$ cat src/verilog/eprom_prog_pkg.sv
// Constants for the EPROM program control block
package eprom_prog_pkg;
  localparam logic [7:0]  CTRL_OFFSET     = 8'h1E;  // Register byte address
  localparam logic [7:0]  CTRL_RESET      = 8'h00;
  localparam int          OPT_EN_BIT      = 2;
  localparam int          LATCH_BIT       = 1;
  localparam int          PULSE_BIT       = 0;
  localparam logic [7:0]  CTRL_WMASK      = 8'h07;  // Bits 7..3 read zero
  localparam logic [11:0] BOOT_ROM_LO     = 12'hE00;
  localparam logic [11:0] BOOT_ROM_HI     = 12'hFEF;
  localparam logic [11:0] OPT_BYTE0_ADDR  = 12'h200;
  localparam logic [11:0] OPT_BYTE1_ADDR  = 12'h201;
  localparam int          CLK_MHZ         = 200;
  localparam int          BYTE_PROG_US    = 1000;   // 1 ms per byte in bootload
  localparam int          BYTE_PROG_CYC   = BYTE_PROG_US * CLK_MHZ;
endpackage

$ cat src/verilog/eprom_program_control.sv
// EPROM program control register, write latches and bootloader sequencer
//
// Contract
// - Bootstrap mode is entered at reset release only with the test voltage present and boot pin low.
// - The bootloader code lives in ROM from 0E00 to 0FEF.
// - Bootstrap copies each external byte with one 1 ms program pass, then a verify pass.
// - An 8-bit program control register controls all EPROM programming; the bootloader program pulses bypass it.
// - Bit 2 set allows programming of option bytes 0200 and 0201; clear blocks CPU writes there, while the bootloader programs them regardless.
// - With latch mode clear the EPROM paths serve normal reads.
// - With latch mode set a CPU write to the EPROM latches its address and data.
// - With latch mode set the EPROM returns no valid read data.
// - Bit 0 switches programming power and is forced low whenever latch mode is clear.
// - Bits 7 to 3 read as zero and software writes zero there.
// - The option-byte store is two EPROM bytes selecting the mask-fixed features.
module eprom_program_control #(
  parameter int BYTE_CYCLES = eprom_prog_pkg::BYTE_PROG_CYC,
  parameter int ADDR_W      = 12
) (
  input  wire logic              CLK_I,
  input  wire logic              RST_I,
  input  wire logic              TEST_VOLTAGE_LEVEL_I,
  input  wire logic              BOOT_SELECT_PIN_I,
  input  wire logic              REG_WE_I,
  input  wire logic [7:0]        REG_ADDR_I,
  input  wire logic [7:0]        REG_WDATA_I,
  output logic      [7:0]        REG_RDATA_O,
  input  wire logic              MEM_WE_I,
  input  wire logic [ADDR_W-1:0] MEM_ADDR_I,
  input  wire logic [7:0]        MEM_WDATA_I,
  input  wire logic [7:0]        ARRAY_RDATA_I,
  output logic      [7:0]        MEM_RDATA_O,
  output logic                   MEM_RVALID_O,
  output logic      [ADDR_W-1:0] LATCH_ADDR_O,
  output logic      [7:0]        LATCH_DATA_O,
  output logic                   PROGRAM_POWER_O,
  output logic                   BOOT_MODE_O,
  output logic                   BOOT_ROM_SEL_O,
  input  wire logic              EXT_VALID_I,
  input  wire logic [7:0]        EXT_DATA_I,
  output logic      [ADDR_W-1:0] EXT_ADDR_O,
  output logic                   BOOT_BUSY_O,
  output logic                   BOOT_DONE_O,
  output logic                   BOOT_FAIL_O
);
  import eprom_prog_pkg::*;

  typedef enum logic [2:0] {B_IDLE, B_FETCH, B_PULSE, B_VERIFY, B_DONE} boot_state_t;

  logic [2:0]        ctrl_ff;
  logic              rst_d_ff;
  logic              boot_ff;
  boot_state_t       bst_ff;
  logic [ADDR_W-1:0] baddr_ff;
  logic [31:0]       bcnt_ff;
  logic              fail_ff;
  logic [ADDR_W-1:0] laddr_ff;
  logic [7:0]        ldata_ff;
  logic              reg_hit;
  logic              latch_mode;
  logic              opt_blocked;
  logic [7:0]        nxt_ctrl;

  // Option bytes need the enable bit; decoded for CPU writes only, boot writes bypass it
  function automatic logic is_opt_addr(input logic [ADDR_W-1:0] a);
    return (a == OPT_BYTE0_ADDR[ADDR_W-1:0]) || (a == OPT_BYTE1_ADDR[ADDR_W-1:0]);
  endfunction

  assign reg_hit     = REG_WE_I && (REG_ADDR_I == CTRL_OFFSET);
  assign latch_mode  = ctrl_ff[LATCH_BIT] || (bst_ff == B_PULSE);
  assign opt_blocked = is_opt_addr(MEM_ADDR_I) && !ctrl_ff[OPT_EN_BIT];

  // Pulse bit cannot be held without latch mode in the same written value
  always_comb begin
    nxt_ctrl = REG_WDATA_I & CTRL_WMASK;
    if (!nxt_ctrl[LATCH_BIT]) begin
      nxt_ctrl[PULSE_BIT] = 1'b0;
    end
  end

  // Control register; a boot sequence owns the array so CPU writes are dropped
  always_ff @(posedge CLK_I) begin
    if (RST_I) begin
      ctrl_ff <= CTRL_RESET[2:0];
    end else if (reg_hit && !boot_ff) begin
      ctrl_ff <= nxt_ctrl[2:0];
    end
  end

  assign REG_RDATA_O = (REG_ADDR_I == CTRL_OFFSET) ? {5'h00, ctrl_ff} : 8'h00;

  // Strap caught on the first clock after reset release, not under reset
  always_ff @(posedge CLK_I) begin
    if (RST_I) begin
      rst_d_ff <= 1'b1;
      boot_ff  <= 1'b0;
    end else begin
      rst_d_ff <= 1'b0;
      if (rst_d_ff) begin
        boot_ff <= TEST_VOLTAGE_LEVEL_I && !BOOT_SELECT_PIN_I;
      end
    end
  end

  // Address and data latches; blocked option-byte writes leave them alone
  always_ff @(posedge CLK_I) begin
    if (RST_I) begin
      laddr_ff <= '0;
      ldata_ff <= 8'h00;
    end else if (bst_ff == B_FETCH && EXT_VALID_I) begin
      laddr_ff <= baddr_ff;
      ldata_ff <= EXT_DATA_I;
    end else if (ctrl_ff[LATCH_BIT] && MEM_WE_I && !opt_blocked) begin
      laddr_ff <= MEM_ADDR_I;
      ldata_ff <= MEM_WDATA_I;
    end
  end

  // Bootloader: one program pass over every address, then one verify pass
  always_ff @(posedge CLK_I) begin
    if (RST_I) begin
      bst_ff   <= B_IDLE;
      baddr_ff <= '0;
      bcnt_ff  <= '0;
      fail_ff  <= 1'b0;
    end else begin
      case (bst_ff)
        B_IDLE: begin
          if (boot_ff) begin
            bst_ff <= B_FETCH;
          end
        end
        B_FETCH: begin
          if (EXT_VALID_I) begin
            bst_ff  <= B_PULSE;
            bcnt_ff <= '0;
          end
        end
        B_PULSE: begin
          if (bcnt_ff == 32'(BYTE_CYCLES - 1)) begin
            baddr_ff <= baddr_ff + 1'b1;
            bst_ff   <= (baddr_ff == '1) ? B_VERIFY : B_FETCH;
          end else begin
            bcnt_ff <= bcnt_ff + 32'd1;
          end
        end
        B_VERIFY: begin
          if (EXT_VALID_I) begin
            if (EXT_DATA_I != ARRAY_RDATA_I) begin
              fail_ff <= 1'b1;
            end
            baddr_ff <= baddr_ff + 1'b1;
            if (baddr_ff == '1) begin
              bst_ff <= B_DONE;
            end
          end
        end
        B_DONE: bst_ff <= B_DONE;
        default: bst_ff <= B_IDLE;
      endcase
    end
  end

  assign PROGRAM_POWER_O = (ctrl_ff[PULSE_BIT] && ctrl_ff[LATCH_BIT]) || (bst_ff == B_PULSE);
  assign MEM_RVALID_O    = !latch_mode;
  assign MEM_RDATA_O     = latch_mode ? 8'h00 : ARRAY_RDATA_I;
  assign LATCH_ADDR_O    = laddr_ff;
  assign LATCH_DATA_O    = ldata_ff;
  assign BOOT_MODE_O     = boot_ff;
  assign BOOT_ROM_SEL_O  = (MEM_ADDR_I >= BOOT_ROM_LO[ADDR_W-1:0]) &&
                           (MEM_ADDR_I <= BOOT_ROM_HI[ADDR_W-1:0]);
  assign EXT_ADDR_O      = baddr_ff;
  assign BOOT_BUSY_O     = (bst_ff != B_IDLE) && (bst_ff != B_DONE);
  assign BOOT_DONE_O     = (bst_ff == B_DONE);
  assign BOOT_FAIL_O     = fail_ff;

  // Checks
  property p_pulse_needs_latch;
    @(posedge CLK_I) disable iff (RST_I) !ctrl_ff[LATCH_BIT] |-> !ctrl_ff[PULSE_BIT];
  endproperty
  pulse_needs_latch_a: assert property (p_pulse_needs_latch) else $error("pulse without latch");
  reserved_zero_a: assert property (@(posedge CLK_I) disable iff (RST_I)
    REG_ADDR_I == CTRL_OFFSET |-> REG_RDATA_O[7:3] == 5'h00) else $error("reserved bits set");
  reg_write_a: assert property (@(posedge CLK_I) disable iff (RST_I)
    reg_hit && !boot_ff |=> ctrl_ff[LATCH_BIT] == $past(REG_WDATA_I[LATCH_BIT]))
    else $error("latch bit not written");
  opt_block_a: assert property (@(posedge CLK_I) disable iff (RST_I)
    bst_ff == B_IDLE && ctrl_ff[LATCH_BIT] && MEM_WE_I && opt_blocked |=> $stable(laddr_ff))
    else $error("option byte latched while blocked");
  latch_capture_a: assert property (@(posedge CLK_I) disable iff (RST_I)
    bst_ff == B_IDLE && ctrl_ff[LATCH_BIT] && MEM_WE_I && !opt_blocked
    |=> laddr_ff == $past(MEM_ADDR_I) && ldata_ff == $past(MEM_WDATA_I))
    else $error("write not latched");
  no_read_latch_a: assert property (@(posedge CLK_I) disable iff (RST_I)
    latch_mode |-> !MEM_RVALID_O) else $error("read valid in latch mode");
  normal_read_a: assert property (@(posedge CLK_I) disable iff (RST_I)
    !latch_mode |-> MEM_RVALID_O && MEM_RDATA_O == ARRAY_RDATA_I)
    else $error("normal read broken");
  boot_entry_a: assert property (@(posedge CLK_I)
    $fell(RST_I) |=> boot_ff == $past(TEST_VOLTAGE_LEVEL_I && !BOOT_SELECT_PIN_I))
    else $error("boot strap wrong");
  pulse_len_a: assert property (@(posedge CLK_I) disable iff (RST_I)
    bst_ff == B_FETCH && EXT_VALID_I |=> PROGRAM_POWER_O [*2])
    else $error("boot pulse too short");
  rom_sel_a: assert property (@(posedge CLK_I) disable iff (RST_I)
    MEM_ADDR_I == BOOT_ROM_LO[ADDR_W-1:0] |-> BOOT_ROM_SEL_O) else $error("boot rom decode");
  // Pulse counter must never run past the per-byte time, or the byte is overcooked
  pulse_count_a: assert property (@(posedge CLK_I) disable iff (RST_I)
    bst_ff == B_PULSE |-> bcnt_ff < 32'(BYTE_CYCLES))
    else $error("boot pulse overrun");
  fail_sticky_a: assert property (@(posedge CLK_I) disable iff (RST_I)
    fail_ff |=> fail_ff) else $error("verify fail lost");

  boot_cov_c:  cover property (@(posedge CLK_I) disable iff (RST_I) $rose(boot_ff));
  prog_cov_c:  cover property (@(posedge CLK_I) disable iff (RST_I) $rose(PROGRAM_POWER_O));
  verif_cov_c: cover property (@(posedge CLK_I) disable iff (RST_I) bst_ff == B_VERIFY);
  opt_cov_c:   cover property (@(posedge CLK_I) disable iff (RST_I)
    ctrl_ff[OPT_EN_BIT] && ctrl_ff[LATCH_BIT] && MEM_WE_I && is_opt_addr(MEM_ADDR_I));
endmodule

$ cat config.mk
export PLATFORM = sky130hd
export DESIGN_NAME = eprom_program_control
export DESIGN_NICKNAME = d
export VERILOG_FILES = /design/src/verilog/eprom_prog_pkg.sv /design/src/verilog/eprom_program_control.sv
export SDC_FILE = /design/constraint.sdc
export NUM_CORES = 1
export LEC_CHECK = 0
export BUFFER_PORTS_ARGS = -buffer_cell sky130_fd_sc_hd__buf_4
export CAP_MARGIN = 40
export CORE_MARGIN = 4
export CORE_UTILIZATION = 57
export DETAILED_ROUTE_END_ITERATION = 6
export PLACE_DENSITY = 0.85
export SLEW_MARGIN = 20
export SYNTH_ARGS = -nofsm -noshare
export SYNTH_HDL_FRONTEND = slang
export SYNTH_SLANG_ARGS = --single-unit
export TNS_END_PERCENT = 1
$ cat constraint.sdc
create_clock -name CLK_I -period 5 [get_ports CLK_I]
set_input_delay 1.25 -clock CLK_I [delete_from_list [all_inputs] [get_ports CLK_I]]
set_output_delay 1.25 -clock CLK_I [all_outputs]
set_load 0.01 [all_outputs]
==> reports/results.txt, run 1 <==
number of remaining DRC errors: 0
Hold Fails Final Rpt: 0
hold_buf cts: 0
sequential area share after synthesis: 36.21%
min Tclk post-route: 3445 ps
total core area: 6832 um^2
setup TNS: 0 ps
Achievable Freq: 290.3 MHz
router iterations before antenna repair: 5
FFs w/ async S/R, synth: 0%
clk slew on worst S/H paths: 70 ps
top fanout value on the critical path: 4
diode count: 0
clock sink count: 73
Final Routed Wirelength: 11760 um
fin nets: 651
r2r worst-path depth: 6
routed vias: 4294
final core utilization: 74.14%
Final WS setup: 1555 ps
DP HPWL: 8289 um
root buffer cell: clkbuf_8
Die Area: 8492 um^2
RSZ-0062 raised after global routing: no
area delta synth->final: 25.48%
clock latency at the later pin of the worst-skew pair: 360 ps
Ports: 114
Final Max Slew Viols: 0
RePlAce Congestion: 0.9053
reported max-cap violation count: 0
Arr. time, crit path: 2190 ps
global route total overflow: 0
first-pass GRT wire length: 18990 um
fillcell total: 528
Die Wd: 92.15 um
largest net degree at the start of global routing: 67
Leakage: 1.909 nW
Via density: 6.214
Mapped Avg Cell Area: 8.025 um^2
hold path depth: 2
initial antenna violation count: 0
mapped cell area: 4036 um^2
GRT Overall Usage: 27.37%
Crit. End Element: primary output
power per cell area: 329.9 nW/um^2
Resize count post-CTS: 0
DP Worst Slack: 1542 ps
Synth cell types: 56
status: finished clean
VDD IR max: 0.1982 mV
Longest Clk Path Bufs: 2
port bufs: 103
DR WL/cell: 17.02 um
antenna viol nets, final: 0
predominant post-synthesis flop cell: dfxtp_1
final clock skew: 9.329 ps
area leader, netlist: dfxtp_1
TritonCTS buffer count: 9
worst hold-check path type: reg2reg
vias in the first global route: 3846
# H-tree levels: 3
Setup Buffers After CTS: 0
CTS tree: yes
Synth Register Bits: 73
CP Launch Type: input port
synth top area cells: dfxtp_1 (36%), nand2_1 (6.6%), nor2_1 (4.5%)
relative slew slack: 41.96%
Rows: 30
Post-synth EDFFs: 0
Synth top area share: 36.21%
Tcrit/Tclk final: 68.90%
Worst Max-Slew Pin Slew: 862.7 ps
layout cells sized above 1: 25.04%
Ys Warns: 0
Initial Util: 59.08%
Starting DRT DRC Count: 361
final setup fails: 0
die outline height: 92.15 um
CP required: 3750 ps
critical setup path kind: in2out
Post-Syn Instances: 503
[through the flow]
step | instance area, um^2 | hold WS (ps) | std cells | power (mW)
final | 5065 | 472.9 | 691 | 1.671
after global routing | 5065 | 508.2 | 691 | 1.743
after CTS | 5065 | 477.4 | 691 | 1.671
after detailed placement | 4821 | 461.3 | 675 | 1.107
after global placement | 4821 | 454.2 | 675 | 1.089
after floorplan | 4051 | 454.3 | 507 | 0.9153
[kinds of logic (layout without fill, tap and decap cells)]
group | Yosys count | after routing | synth area share, %
and+or+nand+nor | 263 | 263 | 34.62
AOI/OAI and AO/OA | 96 | 96 | 17.05
DFF | 73 | 73 | 36.21
buffers and inverters | 41 | 129 | 4.742
muxes | 17 | 17 | 4.495
xor gates and xnor gates | 10 | 10 | 2.170
adders and majority gates | 2 | 2 | 0.6199
other | 1 | 5 | 0.09291
[power breakdown]
part	leakage, nW	total (mW)	internal, mW	switching, mW
Combinational	1.20	0.432	0.186	0.246
Clock	0.120	0.571	0.344	0.226
Sequential	0.590	0.669	0.630	0.0392
[layout by cell type, fill, tap and decap left out, drive strengths merged, types with 8 or more instances in the layout]
cell type,synthesis,routed
mux2i,8,8
xor2,9,9
or4,15,15
a311oi,20,20
nor4,16,16
nand3,28,28
o31ai,10,10
nor2b,10,10
a21oi,31,31
nand2,71,71
a211oi,9,9
or3,10,10
nand4,13,13
mux2,9,9
dfxtp,73,73
clkbuf,23,11
and2,13,13
buf,12,107
nor2,48,48
[final cells by class]
cell class / instances / area [um^2] / share of cell area, %
sequential: 73 / 1461 / 28.85
clock buffer: 11 / 141.4 / 2.792
timing repair buffer: 107 / 803.3 / 15.86
clock inverter: 5 / 102.6 / 2.026
inverter: 6 / 22.52 / 0.4447
tap: 96 / 120.1 / 2.372
multi-input combinational: 393 / 2414 / 47.65
[cell usage after synthesis, types with 2 or more instances]
master,n
o41ai_1,2
ha_1,2
nor2_1,48
dfxtp_1,73
a311oi_1,20
o31ai_1,10
and4_1,2
or2_2,6
nand2_1,71
xor2_1,9
inv_1,6
nor3_1,7
and2_1,13
nand4b_1,4
nand3_1,28
and3_1,5
a31oi_1,3
nor2b_1,10
or3_1,10
o21ai_0,7
nand3b_1,3
nand4_1,12
a31o_2,5
a21oi_1,31
a211oi_1,5
buf_4,7
nor4_1,14
nand2b_1,4
a2111o_1,2
mux2i_1,8
mux2_1,4
or4_1,14
mux2_2,5
nor4b_1,4
clkbuf_1,23
a211oi_2,4
buf_2,3
[sequential cells by signal, indices dropped and copies added, names as in the netlist]
signal	flops
bcnt_ff	32
EXT_ADDR_O	12
LATCH_ADDR_O	12
LATCH_DATA_O	8
bst_ff	3
ctrl_ff	3
BOOT_FAIL_O	1
BOOT_MODE_O	1
rst_d_ff	1
[routing by layer]
metal	global-route usage, %	wire length, um	vias up
met3	6.071	975	25
met1	35.89	4858	2034
li1	-	-	2020
met5	0	0	-
met4	8.168	195	0
met2	45.01	5734	215
[worst max-delay path: stages]
cell      delay (ps)
buf_4            110
nand2b_1         120
nor4_1           400
and2_1           200
buf_4            120
[final timing paths]
kind	slack, ps	startpoint	to
worst max register to register	2140	bcnt_ff[0]	bcnt_ff[24]
worst max-delay path	1560	REG_ADDR_I[5]	REG_RDATA_O[1]
worst min-delay path	470	BOOT_FAIL_O	BOOT_FAIL_O
worst min register to register	470	BOOT_FAIL_O	BOOT_FAIL_O
(Power assumes the default switching activity.)
==> run 2: changes to the inputs <==
Settings changed: ABC_AREA set to 1, CORE_UTILIZATION 57 to 54, PLACE_DENSITY 0.85 to 0.8.
Clock period 5 ns to 3.4 ns, I/O delays scaled along.
==> run 2 against run 1 <==
Compared with the run above: worst setup slack got worse by 900 ps; total power rose by 65%; global-route usage fell by 0.94 points; area after synthesis rose by 15%; register-to-register slack got worse by 910 ps; sequential power rose by 47%; final area rose by 12%; clock power rose by 31%; final cell count rose by 43%; clock skew rose by 0.66 ps; sequential share of layout area fell by 3.0 points; largest cell class unchanged.
==> reports/results.txt, run 2 <==
status: finished clean
hold_buf cts: 0
root buffer cell: clkbuf_8
Setup Buffers After CTS: 0
Arr. time, crit path: 1890 ps
Rows: 33
mapped cell area: 4652 um^2
area leader, netlist: dfxtp_1
final std cells w/o fill: 987
buffers and inverters on the worst path: 3
RePlAce Congestion: 0.9540
commonest non-fill, non-tap cell in the layout: nand2_1
Post-synth EDFFs: 0
final setup fails: 0
initial antenna violation count: 0
FFs w/ async S/R, synth: 0%
relative slew slack: 51.76%
top-count cell post-synth: nand2_1
final clock skew: 9.992 ps
Via density: 5.212
Final Routed Wirelength: 13560 um
crit path to: MEM_RDATA_O[0]
diode count: 0
Most flops, register: bcnt_ff
router iterations before antenna repair: 7
Tcrit/Tclk final: 80.59%
port bufs: 103
clk slew on worst S/H paths: 80 ps
reported max-cap violation count: 0
Leakage: 2.488 nW
CP delay by family, top: simple AND/OR/NAND/NOR gates
R2R Path End: bcnt_ff[10]
CP Launch Type: flip-flop
worst hold-check path type: reg2reg
predominant post-synthesis flop cell: dfxtp_1
max FFs per register: 32
largest net degree at the start of global routing: 54
Longest Clk Path Bufs: 2
area delta synth->final: 21.62%
antenna viol nets, final: 0
Commonest cells post-synth: nand2_1 (228), nor2_1 (117), inv_1 (94), nand3_1 (86), dfxtp_1 (73)
total core area: 8299 um^2
Synth cell types: 33
Post-Syn Instances: 786
RSZ-0062 raised after global routing: no
Worst Max-Slew Pin Slew: 718.1 ps
fillcell total: 762
r2r worst-path depth: 9
layout cells sized above 1: 15.42%
DP HPWL: 10330 um
routed vias: 5144
CP required: 2550 ps
crit path from: bst_ff[0]
Synth Register Bits: 73
Critical Path Slowest Stage Cell: dfxtp_1
vias in the first global route: 4759
GRT Overall Usage: 26.44%
crit-path most repeated cell: nor2_1
Starting DRT DRC Count: 314
hold path depth: 1
power per cell area: 485.9 nW/um^2
number of remaining DRC errors: 0
Final Max Slew Viols: 0
Die Area: 10160 um^2
first-pass GRT wire length: 21630 um
Die Wd: 100.8 um
Ports: 114
min Tclk post-route: 2740 ps
clock sink count: 73
Crit. End Element: primary output
global route total overflow: 0
synth top area cells: dfxtp_1 (31%), nand2_1 (18%), nor2_1 (9.4%)
CTS tree: yes
Achievable Freq: 364.9 MHz
Hold Fails Final Rpt: 0
Synth top area share: 31.41%
fin nets: 938
Pwr Total: 2.749 mW
DR WL/cell: 13.74 um
Resize count post-CTS: 0
critical setup path kind: reg2out
Initial Util: 56.05%
max incr delay on CP: 360 ps
most frequent cells in the layout: nand2_1 (227), nor2_1 (117), buf_4 (105), inv_1 (94), nand3_1 (86)
sequential area share after synthesis: 31.41%
Mapped Avg Cell Area: 5.919 um^2
TritonCTS buffer count: 9
placed cell count: 971
reg2reg setup slack: 1230 ps
top fanout value on the critical path: 8
worst r2r src: bcnt_ff[0]
clock latency at the later pin of the worst-skew pair: 350 ps
CP Cell Sequence: nor2_1, nand2_1, inv_1, nor2_1, inv_1, nor2_1, buf_4
cell count along the critical path: 7
VDD IR max: 0.2353 mV
setup TNS: 0 ps
# H-tree levels: 3
Ys Warns: 0
die outline height: 100.8 um
run 2: layer usage:
metal | GRT usage (%) | share of wire [%]
met5 | 0 | 0
met4 | 9.948 | 2.9
met3 | 4.291 | 6.2
met2 | 48.20 | 50
met1 | 30.75 | 41
run 2: worst min-delay path by stage:
| stage | startpoint | endpoint | slack (ps) |
|---|---|---|---|
| floorplan | rst_d_ff | BOOT_MODE_O | 400 |
| global route | rst_d_ff | BOOT_MODE_O | 460 |
| detailed placement | rst_d_ff | BOOT_MODE_O | 430 |
| finish | rst_d_ff | BOOT_MODE_O | 440 |
| CTS | rst_d_ff | BOOT_MODE_O | 440 |
| global placement | rst_d_ff | BOOT_MODE_O | 410 |
run 2: cell families (layout without fill, tap and decap cells):
| kind of cell | count (synthesis) | in the layout | synth area share, % |
|---|---|---|---|
| AO/OA/AOI/OAI | 99 | 99 | 10.84 |
| XOR/XNOR | 14 | 14 | 2.636 |
| flip-flops | 73 | 73 | 31.41 |
| adder cells (fa/ha/maj) | 2 | 2 | 0.5378 |
| buffers and inverters | 125 | 217 | 11.38 |
| other | 1 | 5 | 0.08061 |
| AND/OR/NAND/NOR | 472 | 472 | 43.11 |
run 2: area by class of cell:
cell class,instances,area [um^2],share of cell area [%]
clock buffers,10,127.6,2.256
flip-flops and latches,73,1461,25.83
well taps,105,131.4,2.322
repair buffers,107,823.3,14.55
clock inverters,6,82.58,1.460
multi-input cells,592,2679,47.35
inverters,94,352.8,6.236
run 2: report_power, final:
group	switching, mW	internal [mW]
logic	0.654	0.365
clock network	0.336	0.410
registers	0.0529	0.932
run 2: worst reg2reg max path, cell delays in order, from the launching register on:
cell and delay (ps):
dfxtp_1 430, ha_1 380, nand2_2 130, nor2_4 170
nand3_2 120, nor2_4 160, nand3_4 150, nand2_4 320
nand2_1 110, a21oi_1 140
run 2: through the flow:
step / worst slack (ps) / instance area [um^2] / hold WS [ps] / util [%]
after CTS: 673.3 / 5658 / 440.2 / 68.17
after global placement: 950.0 / 5433 / 408.0 / 65.46
after floorplan: 1161 / 4667 / 399.8 / -
final: 659.8 / 5658 / 436.8 / 68.17
after detailed placement: 924.3 / 5448 / 426.3 / 65.64
after global routing: 582.8 / 5658 / 464.0 / 68.17
==> run 3: changes to the inputs <==
Clock period 3.4 ns to 2.6 ns, I/O delays scaled along.
==> run 3 against run 2 <==
Compared with the run above: core utilization rose by 0.33 points; sequential share of layout area shrank 0.13 points; clock-buffer cell count up 1; flip-flop and latch count is the same; hold slack worse by 16 ps; critical path type unchanged; die area unchanged; wire length grew 1.1%.
==> reports/results.txt, run 3 (synthesis results as in run 2) <==
status: finished clean
Arr. time, crit path: 1740 ps
Critical Path Slowest Stage Cell: dfxtp_1
clock latency at the later pin of the worst-skew pair: 350 ps
area delta synth->final: 22.22%
Hold Fails Final Rpt: 0
hold_buf cts: 0
Worst Max-Slew Pin Slew: 560.5 ps
Final Max Slew Viols: 0
Final Routed Wirelength: 13710 um
Comb power frac: 36.4%
first-pass GRT wire length: 22530 um
final std cells w/o fill: 988
min Tclk post-route: 2392 ps
CP required: 1950 ps
Rows: 33
Tcrit/Tclk final: 92.01%
global route total overflow: 0
max FFs per register: 32
clock sink count: 73
TritonCTS buffer count: 9
CTS tree: yes
clock network fraction of design power: 28.9%
DR WL/cell: 13.88 um
Seq pwr share: 34.7%
Setup Buffers After CTS: 0
max incr delay on CP: 360 ps
Ports: 114
die outline height: 100.8 um
Most flops, register: bcnt_ff
vias in the first global route: 4905
RSZ-0062 raised after global routing: no
total core area: 8299 um^2
power per cell area: 653.7 nW/um^2
DRT met1 WL: 5566 um
Final WS setup: 207.8 ps
Die Wd: 100.8 um
critical setup path kind: reg2out
final core utilization: 68.51%
number of remaining DRC errors: 0
reported max-cap violation count: 0
routed vias: 5229
diode count: 0
Die Area: 10160 um^2
router iterations before antenna repair: 5
Longest Clk Path Bufs: 2
Achievable Freq: 418.0 MHz
Initial Util: 56.05%
VDD IR max: 0.3426 mV
Pint: 2.347 mW
Starting DRT DRC Count: 273
clk slew on worst S/H paths: 80 ps
crit-path most repeated cell: nor2_1
root buffer cell: clkbuf_8
Switch Pwr: 1.370 mW
FF+latch area: 1461 um^2
sw frac: 36.85%
fin nets: 939
DR top layer: met4
met2 wire len: 6762 um
Via density: 5.293
# H-tree levels: 3
relative slew slack: 62.34%
worst hold-check path type: reg2reg
RePlAce Congestion: 0.9479
setup TNS: 0 ps
DR WL met3: 909 um
placed cell count: 972
layout cells sized above 1: 15.52%
commonest non-fill, non-tap cell in the layout: nand2_1
initial antenna violation count: 0
largest net degree at the start of global routing: 76
GRT Overall Usage: 27.58%
Resize count post-CTS: 0
Crit. End Element: primary output
CP Cell Sequence: nor2_1, nand2_2, inv_1, nor2_1, inv_1, nor2_1, buf_4
most frequent cells in the layout: nand2_1 (226), nor2_1 (117), buf_4 (107), inv_1 (94), nand3_1 (86)
DP Worst Slack: 443.9 ps
antenna viol nets, final: 0
final setup fails: 0
Leakage: 2.503 nW
final clock skew: 6.337 ps
DP HPWL: 10470 um
top fanout value on the critical path: 8
CP Launch Type: flip-flop
Multi-input gate area: 2681 um^2
fillcell total: 791
port bufs: 103
run 3: area by class of cell:
cell class                 count  area share, %
timing repair buffer         108          14.48
clock buffer                  11          2.311
multi-input combinational    592          47.16
tap                          105          2.311
inverter                      94          6.206
clock inverter                 5          1.827
sequential                    73          25.70
run 3: path summary, 6_finish.rpt:
kind / cells after the start / endpoint / start / slack [ps]
min: 1 / BOOT_MODE_O / rst_d_ff / 420
min reg2reg: 1 / BOOT_MODE_O / rst_d_ff / 420
max: 7 / MEM_RDATA_O[6] / bst_ff[0] / 210
max reg2reg: 9 / bcnt_ff[27] / bcnt_ff[0] / 430
run 3: routing by layer:
layer | track usage, % | vias up
met5 | 0 | -
met4 | 11.81 | 0
met3 | 4.775 | 32
met2 | 49.22 | 167
met1 | 32.20 | 2362
li1 | - | 2668
run 3: power groups by stage:
stage | clock network [mW] | logic (mW) | registers (mW)
floorplan | 0 | 0.870 | 1.34
global placement | 0 | 1.30 | 1.30
detailed placement | 0 | 1.35 | 1.31
CTS | 1.09 | 1.35 | 1.29
global route | 1.14 | 1.51 | 1.30
finish | 1.08 | 1.35 | 1.29
run 3: metrics by stage:
step / power (mW) / hold slack [ps] / area (um^2)
global placement: 2.610 / 406.5 / 5448
finish: 3.717 / 421.0 / 5685
floorplan: 2.207 / 399.8 / 4667
CTS: 3.732 / 426.1 / 5683
global route: 3.947 / 466.2 / 5685
detailed placement: 2.661 / 417.7 / 5448
run 3: critical path, delay by kind of cell, from the launching register on:
kind | cells | cell delay (ps)
and+or+nand+nor | 4 | 620
buffers and inverters | 3 | 410
DFF | 1 | 360
